<file path="config.mk">
export PLATFORM = sky130hd
export DESIGN_NAME = gpes_top
export DESIGN_NICKNAME = d
export VERILOG_FILES = /design/src/hdl/gpes_pkg.sv /design/src/hdl/gpes_pin_sync.sv /design/src/hdl/gpes_logic_decode.sv /design/src/hdl/gpes_top.sv
export SDC_FILE = /design/constraint.sdc
export NUM_CORES = 1
export LEC_CHECK = 0
export BUFFER_PORTS_ARGS = -buffer_cell sky130_fd_sc_hd__buf_2
export CELL_PAD_IN_SITES_DETAIL_PLACEMENT = 1
export CELL_PAD_IN_SITES_GLOBAL_PLACEMENT = 2
export CORE_AREA = 2 2 115 95
export CTS_CLUSTER_SIZE = 10
export DETAILED_ROUTE_END_ITERATION = 6
export DIE_AREA = 0 0 117 97
export PLACE_DENSITY = 0.81
export SYNTH_ARGS = -nofsm -noshare
export SYNTH_HDL_FRONTEND = slang
export SYNTH_SLANG_ARGS = --single-unit
export TNS_END_PERCENT = 20
</file>
<file path="constraint.sdc">
create_clock -name ref_clk -period 1.83 [get_ports ref_clk]
set_input_delay 0.0915 -clock ref_clk [delete_from_list [all_inputs] [get_ports ref_clk]]
set_output_delay 0.0915 -clock ref_clk [all_outputs]
set_load 0.02 [all_outputs]
</file>
<file path="src/hdl/gpes_pkg.sv">
// Package with the register map, field layout and codes of the pin event block.
package gpes_pkg;
    localparam int PIN_COUNT = 4;
    localparam logic [7:0] ADDR_IRQ_MASK = 8'h05;
    localparam logic [7:0] ADDR_EDGE_SELECT = 8'h07;
    localparam logic [7:0] ADDR_IRQ_CAUSE = 8'h08;
    localparam logic [7:0] ADDR_EVENT_FLAGS = 8'h09;
    localparam logic [7:0] ADDR_LOGIC_MODE = 8'h10;
    localparam logic [7:0] ADDR_TABLE_TWO_IN = 8'h11;
    localparam logic [7:0] ADDR_TABLE_UNUSED_A = 8'h12;
    localparam logic [7:0] ADDR_TABLE_THREE_IN = 8'h13;
    localparam logic [7:0] ADDR_TABLE_UNUSED_B = 8'h14;
    localparam logic [7:0] ADDR_TABLE_UNUSED_C = 8'h15;
    localparam logic [7:0] ADDR_ADVANCED = 8'hAB;
    localparam logic [3:0] RST_IRQ_MASK = 4'hF;
    localparam logic [3:0] IRQ_MASK_UPPER = 4'hF;
    localparam logic [7:0] RST_EDGE_SELECT = 8'h00;
    localparam logic [3:0] RST_FLAGS = 4'h0;
    localparam logic [3:0] RST_TABLE_TWO_IN = 4'h0;
    localparam logic [7:0] RST_TABLE_THREE_IN = 8'h00;
    localparam logic RST_BOOST = 1'b0;
    localparam int BOOST_BIT = 1;
    localparam int MODE_LSB = 0;
    localparam int TWO_IN_OUT_PIN = 2;
    localparam int THREE_IN_OUT_PIN = 3;
    localparam logic [7:0] READ_ZERO = 8'h00;
    localparam logic [1:0] SENSE_NONE = 2'h0;
    localparam logic [1:0] SENSE_RISING = 2'h1;
    localparam logic [1:0] SENSE_FALLING = 2'h2;
    localparam logic [1:0] SENSE_BOTH = 2'h3;
    typedef enum logic [1:0]
    {
        MODE_GPIO = 2'h0,
        MODE_TWO_IN = 2'h1,
        MODE_THREE_IN = 2'h2,
        MODE_UNUSED = 2'h3
    } gpes_mode_type;
endpackage

</file>
<file path="src/hdl/gpes_pin_sync.sv">
// Pin input synchroniser with agreement filter and edge classification.
`timescale 1ns/100ps
`default_nettype none
module gpes_pin_sync #(
    parameter int WIDTH = 4
) (
    input wire logic ref_clk,
    input wire logic rst,
    input wire logic [WIDTH-1:0] pin_in,
    input wire logic [2*WIDTH-1:0] edge_select,
    output logic [WIDTH-1:0] level,
    output logic [WIDTH-1:0] edge_hit
);
    logic [WIDTH-1:0] stage_a;
    logic [WIDTH-1:0] stage_b;
    logic [WIDTH-1:0] stage_c;
    logic primed;
    logic [2:0] filled;

    if (WIDTH < 1)
    begin : g_bad_width
        $error("gpes_pin_sync needs at least one pin");
    end

    // The first agreed level after reset is loaded without an event, so a
    // pin that idles high does not report a false rising edge. Priming waits
    // until the third stage holds a real sample rather than its reset zero.
    always_ff @(posedge ref_clk or posedge rst)
    begin
        if (rst)
        begin
            filled <= 3'h0;
            primed <= 1'b0;
        end
        else
        begin
            filled <= {filled[1:0], 1'b1};
            primed <= primed | (filled[2] & (stage_b == stage_c));
        end
    end

    genvar i;
    generate
        for (i = 0; i < WIDTH; i++)
        begin : g_pin
            wire agree = (stage_b[i] == stage_c[i]);
            wire changed = primed & agree & (stage_c[i] != level[i]);
            wire [1:0] sense = edge_select[2*i+1:2*i];
            wire rise_ok = (sense == gpes_pkg::SENSE_RISING) |
                (sense == gpes_pkg::SENSE_BOTH);
            wire fall_ok = (sense == gpes_pkg::SENSE_FALLING) |
                (sense == gpes_pkg::SENSE_BOTH);
            wire next_hit = changed & (stage_c[i] ? rise_ok : fall_ok);
            wire next_level = agree ? stage_c[i] : level[i];

            always_ff @(posedge ref_clk or posedge rst)
            begin
                if (rst)
                begin
                    stage_a[i] <= 1'b0;
                    stage_b[i] <= 1'b0;
                    stage_c[i] <= 1'b0;
                    level[i] <= 1'b0;
                    edge_hit[i] <= 1'b0;
                end
                else
                begin
                    stage_a[i] <= pin_in[i];
                    stage_b[i] <= stage_a[i];
                    stage_c[i] <= stage_b[i];
                    level[i] <= next_level;
                    edge_hit[i] <= next_hit;
                end
            end

        end
    endgenerate
endmodule
`default_nettype wire

</file>
<file path="src/hdl/gpes_logic_decode.sv">
// Truth-table decode that takes over pin 2 or pin 3 in logic modes.
`timescale 1ns/100ps
`default_nettype none
module gpes_logic_decode (
    input wire gpes_pkg::gpes_mode_type mode,
    input wire logic [3:0] table_two_in,
    input wire logic [7:0] table_three_in,
    input wire logic [3:0] pin_level,
    input wire logic [3:0] data_value,
    input wire logic [3:0] dir_input,
    output logic [3:0] pin_value,
    output logic [3:0] pin_drive
);
    // Only pins 1 and 0 feed the two-input table, pins 2 to 0 the other.
    wire two_in_bit = table_two_in[pin_level[1:0]];
    wire three_in_bit = table_three_in[pin_level[2:0]];
    wire two_in_on = (mode == gpes_pkg::MODE_TWO_IN);
    wire three_in_on = (mode == gpes_pkg::MODE_THREE_IN);
    wire [3:0] take_two = 4'h1 << gpes_pkg::TWO_IN_OUT_PIN;
    wire [3:0] take_three = 4'h1 << gpes_pkg::THREE_IN_OUT_PIN;
    wire [3:0] taken = (two_in_on ? take_two : 4'h0) |
        (three_in_on ? take_three : 4'h0);
    wire [3:0] decoded = (two_in_on ? {4{two_in_bit}} & take_two : 4'h0) |
        (three_in_on ? {4{three_in_bit}} & take_three : 4'h0);

    // A decoded pin is forced to drive; the unused mode code falls back
    // to plain I/O rather than guessing at a meaning.
    assign pin_value = (data_value & ~taken) | decoded;
    assign pin_drive = ~dir_input | taken;
endmodule
`default_nettype wire

</file>
<file path="src/hdl/gpes_top.sv">
// Pin event flags, interrupt causes and logic decode of a four-pin expander.
//
// Overview of operation
// - Each pin's event flag is set by an edge of the kind its sense selects.
// - Writing one to an event bit clears it and its interrupt cause bit.
// - Changing a pin's edge sense clears its event and cause flags.
// - Logic mode 00 leaves all pins as plain I/O and 11 is not relied upon.
// - Logic mode 01 drives pin 2 from the two-input table via pins 1 and 0.
// - Logic mode 10 drives pin 3 from the three-input table via pins 2 to 0.
// - Two-input table bits 3 to 0 serve patterns 11 to 00; bits 7:4 reserved.
// - The two-input table acts only in two-input decode mode.
// - Three-input table bits 7 to 0 serve patterns 111 to 000, in mode 10.
// - Advanced bit 1 turns output boost off or on and resets to zero.
// - The active-low interrupt output goes high once all causes are clear.
// - A two-bit sense field selects none, rising, falling or both edges.
`timescale 1ns/100ps
`default_nettype none
module gpes_top #(
    parameter int PIN_COUNT = gpes_pkg::PIN_COUNT
) (
    input wire logic ref_clk,
    input wire logic rst,
    input wire logic [7:0] reg_addr,
    input wire logic [7:0] reg_wdata,
    input wire logic reg_wr,
    input wire logic reg_rd,
    output logic [7:0] reg_rdata,
    input wire logic [3:0] io_in,
    input wire logic [3:0] io_data_reg,
    input wire logic [3:0] io_dir,
    output logic [3:0] io_out,
    output logic [3:0] io_oe_n,
    output logic irq_out_low,
    output logic boost_on
);
    logic [3:0] irq_mask;
    logic [7:0] edge_select;
    logic [3:0] io_event_flags;
    logic [3:0] irq_cause_flags;
    gpes_pkg::gpes_mode_type logic_mode_select;
    logic [3:0] truth_table_two_in;
    logic [7:0] truth_table_three_in;
    logic [3:0] pin_level;
    logic [3:0] edge_hit;
    logic [3:0] pin_value;
    logic [3:0] pin_drive;
    logic [3:0] sense_changed;

    generate
        if (PIN_COUNT != 4)
        begin : g_bad_count
            $error("gpes_top serves exactly four pins");
        end
    endgenerate

    gpes_pin_sync #(
        .WIDTH(4)
    ) u_sync (
        .ref_clk(ref_clk),
        .rst(rst),
        .pin_in(io_in),
        .edge_select(edge_select),
        .level(pin_level),
        .edge_hit(edge_hit)
    );

    gpes_logic_decode u_decode (
        .mode(logic_mode_select),
        .table_two_in(truth_table_two_in),
        .table_three_in(truth_table_three_in),
        .pin_level(pin_level),
        .data_value(io_data_reg),
        .dir_input(io_dir),
        .pin_value(pin_value),
        .pin_drive(pin_drive)
    );

    // Each write is a one-cycle strobe qualified by its address.
    wire wr_mask = reg_wr & (reg_addr == gpes_pkg::ADDR_IRQ_MASK);
    wire wr_sense = reg_wr & (reg_addr == gpes_pkg::ADDR_EDGE_SELECT);
    wire wr_cause = reg_wr & (reg_addr == gpes_pkg::ADDR_IRQ_CAUSE);
    wire wr_event = reg_wr & (reg_addr == gpes_pkg::ADDR_EVENT_FLAGS);
    wire wr_mode = reg_wr & (reg_addr == gpes_pkg::ADDR_LOGIC_MODE);
    wire wr_two = reg_wr & (reg_addr == gpes_pkg::ADDR_TABLE_TWO_IN);
    wire wr_three = reg_wr & (reg_addr == gpes_pkg::ADDR_TABLE_THREE_IN);
    wire wr_adv = reg_wr & (reg_addr == gpes_pkg::ADDR_ADVANCED);

    genvar i;
    generate
        for (i = 0; i < 4; i++)
        begin : g_sense
            assign sense_changed[i] = wr_sense &
                (reg_wdata[2*i+1:2*i] != edge_select[2*i+1:2*i]);
        end
    endgenerate

    // Either flag register clears both, as one write-one is one acknowledge.
    wire [3:0] w1c = (wr_event | wr_cause) ? reg_wdata[3:0] : 4'h0;
    wire [3:0] clear_any = w1c | sense_changed;
    // A new edge in the clearing cycle wins so no event is lost.
    wire [3:0] next_event = (io_event_flags & ~clear_any) | edge_hit;
    wire [3:0] next_cause = (irq_cause_flags & ~clear_any) |
        (edge_hit & ~irq_mask);
    wire next_irq_low = ~|next_cause;
    // The mode is stored as written; code 11 reads back but decodes as
    // plain I/O, so software that sets it by mistake takes no pin over.
    wire gpes_pkg::gpes_mode_type next_mode =
        gpes_pkg::gpes_mode_type'(reg_wdata[gpes_pkg::MODE_LSB+:2]);

    // Unused table addresses fall through to a zero read.
    wire [7:0] next_rdata =
        (reg_addr == gpes_pkg::ADDR_IRQ_MASK) ?
            {gpes_pkg::IRQ_MASK_UPPER, irq_mask} :
        (reg_addr == gpes_pkg::ADDR_EDGE_SELECT) ? edge_select :
        (reg_addr == gpes_pkg::ADDR_IRQ_CAUSE) ? {4'h0, irq_cause_flags} :
        (reg_addr == gpes_pkg::ADDR_EVENT_FLAGS) ? {4'h0, io_event_flags} :
        (reg_addr == gpes_pkg::ADDR_LOGIC_MODE) ? {6'h00, logic_mode_select} :
        (reg_addr == gpes_pkg::ADDR_TABLE_TWO_IN) ?
            {4'h0, truth_table_two_in} :
        (reg_addr == gpes_pkg::ADDR_TABLE_THREE_IN) ? truth_table_three_in :
        (reg_addr == gpes_pkg::ADDR_ADVANCED) ? {6'h00, boost_on, 1'b0} :
        gpes_pkg::READ_ZERO;

    always_ff @(posedge ref_clk or posedge rst)
    begin
        if (rst)
        begin
            io_event_flags <= gpes_pkg::RST_FLAGS;
            irq_cause_flags <= gpes_pkg::RST_FLAGS;
            irq_out_low <= 1'b1;
            reg_rdata <= gpes_pkg::READ_ZERO;
        end
        else
        begin
            io_event_flags <= next_event;
            irq_cause_flags <= next_cause;
            irq_out_low <= next_irq_low;
            reg_rdata <= reg_rd ? next_rdata : reg_rdata;
        end
    end

    // Reserved bits are not stored, so a careless write does no harm.
    always_ff @(posedge ref_clk or posedge rst)
    begin
        if (rst)
        begin
            irq_mask <= gpes_pkg::RST_IRQ_MASK;
            edge_select <= gpes_pkg::RST_EDGE_SELECT;
            logic_mode_select <= gpes_pkg::MODE_GPIO;
            truth_table_two_in <= gpes_pkg::RST_TABLE_TWO_IN;
            truth_table_three_in <= gpes_pkg::RST_TABLE_THREE_IN;
            boost_on <= gpes_pkg::RST_BOOST;
        end
        else
        begin
            irq_mask <= wr_mask ? reg_wdata[3:0] : irq_mask;
            edge_select <= wr_sense ? reg_wdata : edge_select;
            logic_mode_select <= wr_mode ? next_mode : logic_mode_select;
            truth_table_two_in <= wr_two ? reg_wdata[3:0] :
                truth_table_two_in;
            truth_table_three_in <= wr_three ? reg_wdata :
                truth_table_three_in;
            boost_on <= wr_adv ? reg_wdata[gpes_pkg::BOOST_BIT] :
                boost_on;
        end
    end

    // Pin drivers are registered, so a decoded output lags its inputs.
    always_ff @(posedge ref_clk or posedge rst)
    begin
        if (rst)
        begin
            io_out <= 4'h0;
            io_oe_n <= 4'hF;
        end
        else
        begin
            io_out <= pin_value;
            io_oe_n <= ~pin_drive;
        end
    end

    generate
        for (i = 0; i < 4; i++)
        begin : g_check

        end
    endgenerate
endmodule
`default_nettype wire

</file>
==> results of run 1 <==
## cell families (layout without fill, tap and decap cells)
| family | after synthesis | after routing | share of synthesized area [%] |
|---|---|---|---|
| other | 1 | 1 | 0.111 |
| adders and majority gates | 2 | 2 | 0.594 |
| and+or+nand+nor | 72 | 72 | 12.1 |
| DFF | 76 | 76 | 56.8 |
| muxes | 39 | 39 | 14.6 |
| xor gates and xnor gates | 12 | 12 | 3.12 |
| AOI/OAI and AO/OA | 47 | 47 | 9.36 |
| buffers and inverters | 24 | 105 | 3.23 |
## report_power, final
group	internal [mW]	total (mW)	leakage [nW]	switching, mW
clock network	0.922	1.61	0.126	0.688
logic	0.176	0.383	0.917	0.207
registers	1.80	1.89	0.925	0.0951
total	2.90	3.89	1.97	0.990
## layout by cell type, fill, tap and decap left out, types with 3 or more instances in the layout
| cell type | netlist | final |
|---|---|---|
| dfrtp_1 | 67 | 67 |
| buf_2 | 0 | 49 |
| nor2_1 | 21 | 21 |
| mux2_2 | 20 | 20 |
| inv_1 | 15 | 14 |
| dlygate4sd3_1 | 0 | 13 |
| a21oi_1 | 12 | 12 |
| xor2_1 | 11 | 11 |
| buf_4 | 1 | 11 |
| nand3_1 | 10 | 10 |
| nand2_1 | 10 | 10 |
| clkbuf_16 | 0 | 9 |
| dfstp_2 | 9 | 9 |
| mux2i_1 | 8 | 8 |
| o21ai_0 | 8 | 8 |
| mux2_4 | 8 | 8 |
| and2_1 | 6 | 6 |
| a221oi_1 | 6 | 6 |
| o22ai_1 | 6 | 6 |
| nand2b_1 | 4 | 4 |
| nand4b_1 | 3 | 3 |
| nor2b_1 | 3 | 3 |
| nor3_1 | 3 | 3 |
| a21boi_0 | 3 | 3 |
| mux4_2 | 3 | 3 |
| clkinvlp_4 | 0 | 3 |
## area by class of cell
class | instances | area [sq um] | share of cell area, %
sequential | 76 | 1910 | 45.1
multi-input combinational | 173 | 1350 | 31.7
clock buffer | 11 | 233 | 5.49
clock inverter | 5 | 37.5 | 0.885
timing repair buffer | 74 | 478 | 11.3
tap | 140 | 175 | 4.13
inverter | 15 | 60.1 | 1.42
## Yosys cell counts, drive strengths merged
cell type,number
conb,1
and4,1
or4,2
o22ai,7
xor2,11
dfstp,9
a211oi,1
nand4b,3
mux2,28
nand3,10
o2bb2ai,1
o21ai,8
a21oi,12
nor4,3
and2,6
a21boi,3
buf,5
o211ai,2
o221ai,1
maj3,2
o31a,1
nand2b,4
a31o,1
nand2,12
clkbuf,4
mux2i,8
nor2,23
nor2b,3
mux4,3
a221oi,6
nor3,3
dfrtp,67
and4b,1
o31ai,2
xnor2,1
o32ai,2
nor4b,1
inv,15
## state kept, by name, summed over array words and instances, names as in the netlist
register,count
edge_select,8
irq_cause_flags,4
truth_table_two_in,4
u_sync.edge_hit,4
u_sync.filled,3
irq_mask,4
u_sync.level,4
io_out,4
reg_rdata,8
u_sync.stage_b,4
u_sync.stage_a,4
irq_out_low,1
io_event_flags,4
u_sync.stage_c,4
logic_mode_select,2
boost_on,1
truth_table_three_in,8
io_oe_n,4
u_sync.primed,1
## repair_timing
action | in CTS | in global routing
hold buffers | 13 | 0
setup buffers | 0 | 0
hold endpoints to repair | 79 | 0
## stage by stage
step | power (mW) | hold slack, ns | cells
floorplan | 2.12 | 0.0960 | 273
global placement | 2.27 | 0.197 | 465
detailed placement | 2.29 | 0.198 | 465
CTS | 3.96 | 0.0179 | 494
global route | 4.07 | 0.0278 | 494
finish | 3.89 | 0.0276 | 494
## worst max-delay path by stage
stage                                 from                             endpoint  slack [ns]  depth (start not counted)
2_1_floorplan                  reg_addr[5]  truth_table_three_in[0]$_DFFE_PP0P_        0.29                          6
3_3_place_gp                   reg_addr[5]                irq_out_low$_DFF_PP1_        0.07                          7
3_5_place_dp                   reg_addr[5]  truth_table_three_in[2]$_DFFE_PP0P_        0.03                          6
4_1_cts        u_sync.level[0]$_DFFE_PP0N_                  io_out[3]$_DFF_PP0_        0.26                          3
5_1_grt         edge_select[1]$_DFFE_PP0P_                irq_out_low$_DFF_PP1_        0.18                          5
6_report       u_sync.level[0]$_DFFE_PP0N_                  io_out[3]$_DFF_PP0_        0.27                          3
## routing by layer
metal	track usage, %	vias to the layer above
met5	0	-
met4	5.34	0
met3	4.20	8
met2	23.9	54
met1	23.2	1203
li1	-	1131
==> results.md, run 1 <==
* CP Capture Type: flip-flop
* Crit share post-route at 85.2%
* Startpoint types: flip-flop
* Worst Path Required at 2.04 ns
* Clock transition at path regs at 0.06 ns
* Tmin final at 1.56 ns
* Root Buffer: clkbuf_16
* Number of hold violations in the final report at 0
* Tot GR Track Use at 16.2%
* First-pass GRT wire length at 13.8 mm
* Util after Layout at 41.9%
* Post-place setup slack at 0.0308 ns
* Met1 Routed Length at 4.13 mm
* Post-route ant nets at 0
* CTS max path bufs at 2
* Post-DP Area at 3840 sq um
* Synth top area cells: dfrtp_1 (50%), dfstp_2 (7.0%), mux2_2 (6.7%), mux2_4 (3.6%), xor2_1 (2.9%)
* Worst flop-to-flop path startpoint: u_sync.level[0]$_DFFE_PP0N_
* Via density per instance at 4.85
* Worst Hold Class: in2reg
* Fin. max-slew vios at 0
* Residual DRC at 0
* Synth Cell Area at 3370 sq um
* CP max stage cell: mux4_2
* I/O pins at 50
* Worst Clk Skew at 0.00541 ns
* Share of layout cells above drive strength 1 at 35.6%
* ANT cells at 0
* Worst hold stages at 2
* Top-area cell type share of the netlist area at 49.8%
* Post-synth top area cell: dfrtp_1
* CTS tree: done
* Power per Cell Area at 916 nW/um^2
* Grt ovf at 0
* Cells resized by post-CTS repair at 0
* Peak supply drop at 0.000401 V
* DR top layer: met4
* Setup CP Type: reg2reg
* Port buffer count at 49
* First-pass detailed-route iteration total at 4
* R2R setup slack at 0.27 ns
* Depth of the most critical reg-to-reg path at 3
* Vias at 2396
* CP top delay family: multiplexers
* Max Clk Rate at 641 MHz
* Status: complete, no violations
* Final setup vio count at 0
* Setup_tns at 0 ns
* Unrepaired setup endpoints after global routing: no
* Synth warn at 0
* Num Clock Sinks at 76
* Synth cell types at 47
* Starting Density at 33.3%
* Vias in the first global route at 2598
* Syn Area/Cell at 12.3 sq um
* Buf/Inv on CP at 0
* RR Endpoint: io_out[3]$_DFF_PP0_
* Initial antenna violation count at 0
* Setup slack after layout at 0.271 ns
* Die area at 11300 sq um
* Post-synthesis instance total at 273
* Met3 WL at 331 um
* 1st-iter DRT viols at 104
* Metal2 WL at 3.81 mm
* Crit path largest cell delay at 0.55 ns
* Critical path, cell by cell: mux4_2 -> mux2i_1 -> o21ai_0
* Routed len/inst at 16.9 um
* Die span in y at 97 um
* Fin area at 4240 sq um
* H-tree depth at 3
* MaxCap Viol Count at 0
* Leakage at 1.97 nW
* Max FO, Critical Path at 6
* Post-DP HPWL at 6.06 mm
* RD Place Congestion at 0.851
* Hold path startpoint: reg_wdata[6]
* Synth Net Count at 305
* Fin nets at 381
* DRT Wirelength at 8.37 mm
* Die X at 117 um
* CTS Buf Count at 9
* Yosys reg bits at 76
* Crit path DAT at 1.77 ns
* Row count at 33
* Seq/Total Area, Yosys at 56.8%
* Largest net degree at the start of global routing at 77
* Core Footprint at 10100 sq um
* Layout overhead on the synthesized area at 26.0%
* Clock Latency Late Sink at 0.34 ns
* Layout filler cell count at 1103
* Worst Hold End: truth_table_three_in[6]$_DFFE_PP0P_
Power figures use the tool's default switching activity.
==> inputs of run 2 (changes only) <==
==> constraint.sdc (replaced) <==
create_clock -name ref_clk -period 1.83 [get_ports ref_clk]
set_input_delay 0.2745 -clock ref_clk [delete_from_list [all_inputs] [get_ports ref_clk]]
set_output_delay 0.2745 -clock ref_clk [all_outputs]
set_load 0.02 [all_outputs]
==> results.md, run 2 (same netlist as run 1, synthesis figures left out) <==
* Fin. max-slew vios at 0 (unchanged)
* H-tree depth at 3 (unchanged)
* Worst-Margin Slew at 0.604 ns
* Port buffer count at 49 (unchanged)
* Number of hold violations in the final report at 0 (unchanged)
* Buf/Inv on CP at 1 (+1)
* Num Clock Sinks at 76 (unchanged)
* Routed len/inst at 17.5 um (+3.1%)
* Non-filler cells in the finished layout at 486 (-1.6%)
* Grt ovf at 0 (unchanged)
* Root Buffer: clkbuf_16
* Tmin final at 1.64 ns (+0.0844 ns)
* Crit path largest cell delay at 0.58 ns (+0.03 ns)
* Max Clk Rate at 608 MHz (-5.1%)
* Post-CTS setup buffers at 0 (unchanged)
* Worst setup path startpoint: reg_addr[5]
* Fin area at 4220 sq um (-0.47%)
* Worst Path Required at 2.05 ns (about the same)
* CTS max path bufs at 2 (unchanged)
* Unrepaired setup endpoints after global routing: no
* Vias at 2418 (+0.92%)
* Placed Cells at 470 (+1.1%)
* Die X at 117 um (unchanged)
* Util after Layout at 41.7% (-0.20 points)
* First-pass detailed-route iteration total at 5 (+1)
* Die area at 11300 sq um (unchanged)
* Regs by FF count: edge_select (8), reg_rdata (8), truth_table_three_in (8)
* Crit share post-route at 89.8% (+4.6 points)
* Max FO, Critical Path at 8 (+2)
* Starting Density at 33.3% (unchanged)
* First-pass GRT wire length at 13.9 mm (+0.65%)
* Row count at 33 (unchanged)
* Setup slack after layout at 0.186 ns (-0.0844 ns)
* 1st-iter DRT viols at 87 (-16%)
* Vias in the first global route at 2633 (+1.3%)
* Post-DP Area at 3890 sq um (+1.3%)
* Largest net degree at the start of global routing at 32 (-58%)
* Slew headroom at 59.7%
* DRT Wirelength at 8.49 mm (+1.4%)
* Layout filler cell count at 1096 (-0.63%)
* Worst Hold Class: in2async
* Layout overhead on the synthesized area at 25.4%
* Worst flop-to-flop path startpoint: u_sync.level[0]$_DFFE_PP0N_
* Leakage at 1.97 nW (+0.33%)
* CP Capture Type: flip-flop
* Hold-fix buffers, CTS at 0 (-13)
* RD Place Congestion at 0.853 (+0.16%)
* Setup CP Type: in2reg
* CTS tree: done
* Clock transition at path regs at 0.06 ns (about the same)
* ANT cells at 0 (unchanged)
* Cells resized by post-CTS repair at 0 (unchanged)
* Commonest cells after routing, fill and taps aside: dfrtp_1 (67), buf_2 (49), nor2_1 (21)
* Post-DP HPWL at 6.36 mm (+5.0%)
* Worst Clk Skew at 0.00543 ns (+0.0000225 ns)
* Power per Cell Area at 1000 nW/um^2 (+9.2%)
* CTS Buf Count at 9 (unchanged)
* Initial antenna violation count at 0 (unchanged)
* Status: complete, no violations
* Fin nets at 373 (-2.1%)
* Core Footprint at 10100 sq um (unchanged)
* CP max stage cell: or4_4
* Startpoint types: input pin
* Post-place setup slack at -0.135 ns (-0.166 ns)
* Crit path DAT at 1.87 ns (+0.10 ns)
* Final setup vio count at 0 (unchanged)
* Share of layout cells above drive strength 1 at 38.4% (+2.8 points)
* WHS at 0.00704 ns (-0.0206 ns)
* Critical path, cell by cell: buf_2 -> or4_4 -> nor2_4 -> and2_1 -> nand2_8 -> mux2_4
* Die span in y at 97 um (unchanged)
* Tot GR Track Use at 16.4% (+0.19 points)
* Post-route ant nets at 0 (unchanged)
* Residual DRC at 0 (unchanged)
* Clock Latency Late Sink at 0.34 ns (about the same)
* MaxCap Viol Count at 0 (unchanged)
* I/O pins at 50 (unchanged)
* Commonest non-fill, non-tap cell in the layout: dfrtp_1
* Via density per instance at 4.98 (+2.6%)
* Peak supply drop at 0.000546 V (+36%)
* CP top delay family: simple AND/OR/NAND/NOR gates
[run 2: worst paths after layout]
check | to | slack (ns) | cells after the start
worst max-delay path | truth_table_three_in[6]$_DFFE_PP0P_ | 0.19 | 6
worst min-delay path | io_out[0]$_DFF_PP0_ | 0.007 | 2
worst max register to register | io_out[3]$_DFF_PP0_ | 0.26 | 3
worst min register to register | u_sync.stage_b[1]$_DFF_PP0_ | 0.35 | 0
max in group asynchronous | irq_mask[2]$_DFFE_PP1P_ | 1.24 | 3
min in group ref_clk | u_sync.stage_a[3]$_DFF_PP0_ | 0.03 | 1
[run 2: per-layer routing]
| metal | up-vias | track usage, % | routed length [um] |
|---|---|---|---|
| met4 | 0 | 4.89 | 118 |
| met5 | - | 0 | 0 |
| met1 | 1215 | 22.9 | 4020 |
| met2 | 84 | 24.0 | 3720 |
| li1 | 1110 | - | - |
| met3 | 9 | 5.64 | 636 |
[run 2: final cells by class]
type / instances / area [sq um] / area share, %
Timing Repair Buffer: 66 / 398 / 9.42
Multi-Input combinational cell: 173 / 1350 / 31.9
Tap cell: 140 / 175 / 4.15
Sequential cell: 76 / 1910 / 45.3
Clock inverter: 7 / 105 / 2.49
Clock buffer: 9 / 225 / 5.33
Inverter: 15 / 60.1 / 1.42
[run 2: power breakdown]
part | leakage [nW] | switching [mW] | internal (mW)
combinational | 0.890 | 0.205 | 0.166
clock | 0.159 | 0.743 | 1.22
sequential | 0.925 | 0.0961 | 1.80
[run 2: metrics by stage]
step	total power, mW	TNS, ns
after floorplan	2.12	0
after global placement	2.28	-1.35
after detailed placement	2.30	-1.72
after CTS	4.30	0
after global routing	4.42	0
final	4.22	0
[run 2: worst reg2reg max path: stages, from the launching register on]
cell     delay (ns)
dfrtp_1        0.50
mux4_2         0.55
mux2i_1        0.27
o21ai_0        0.13
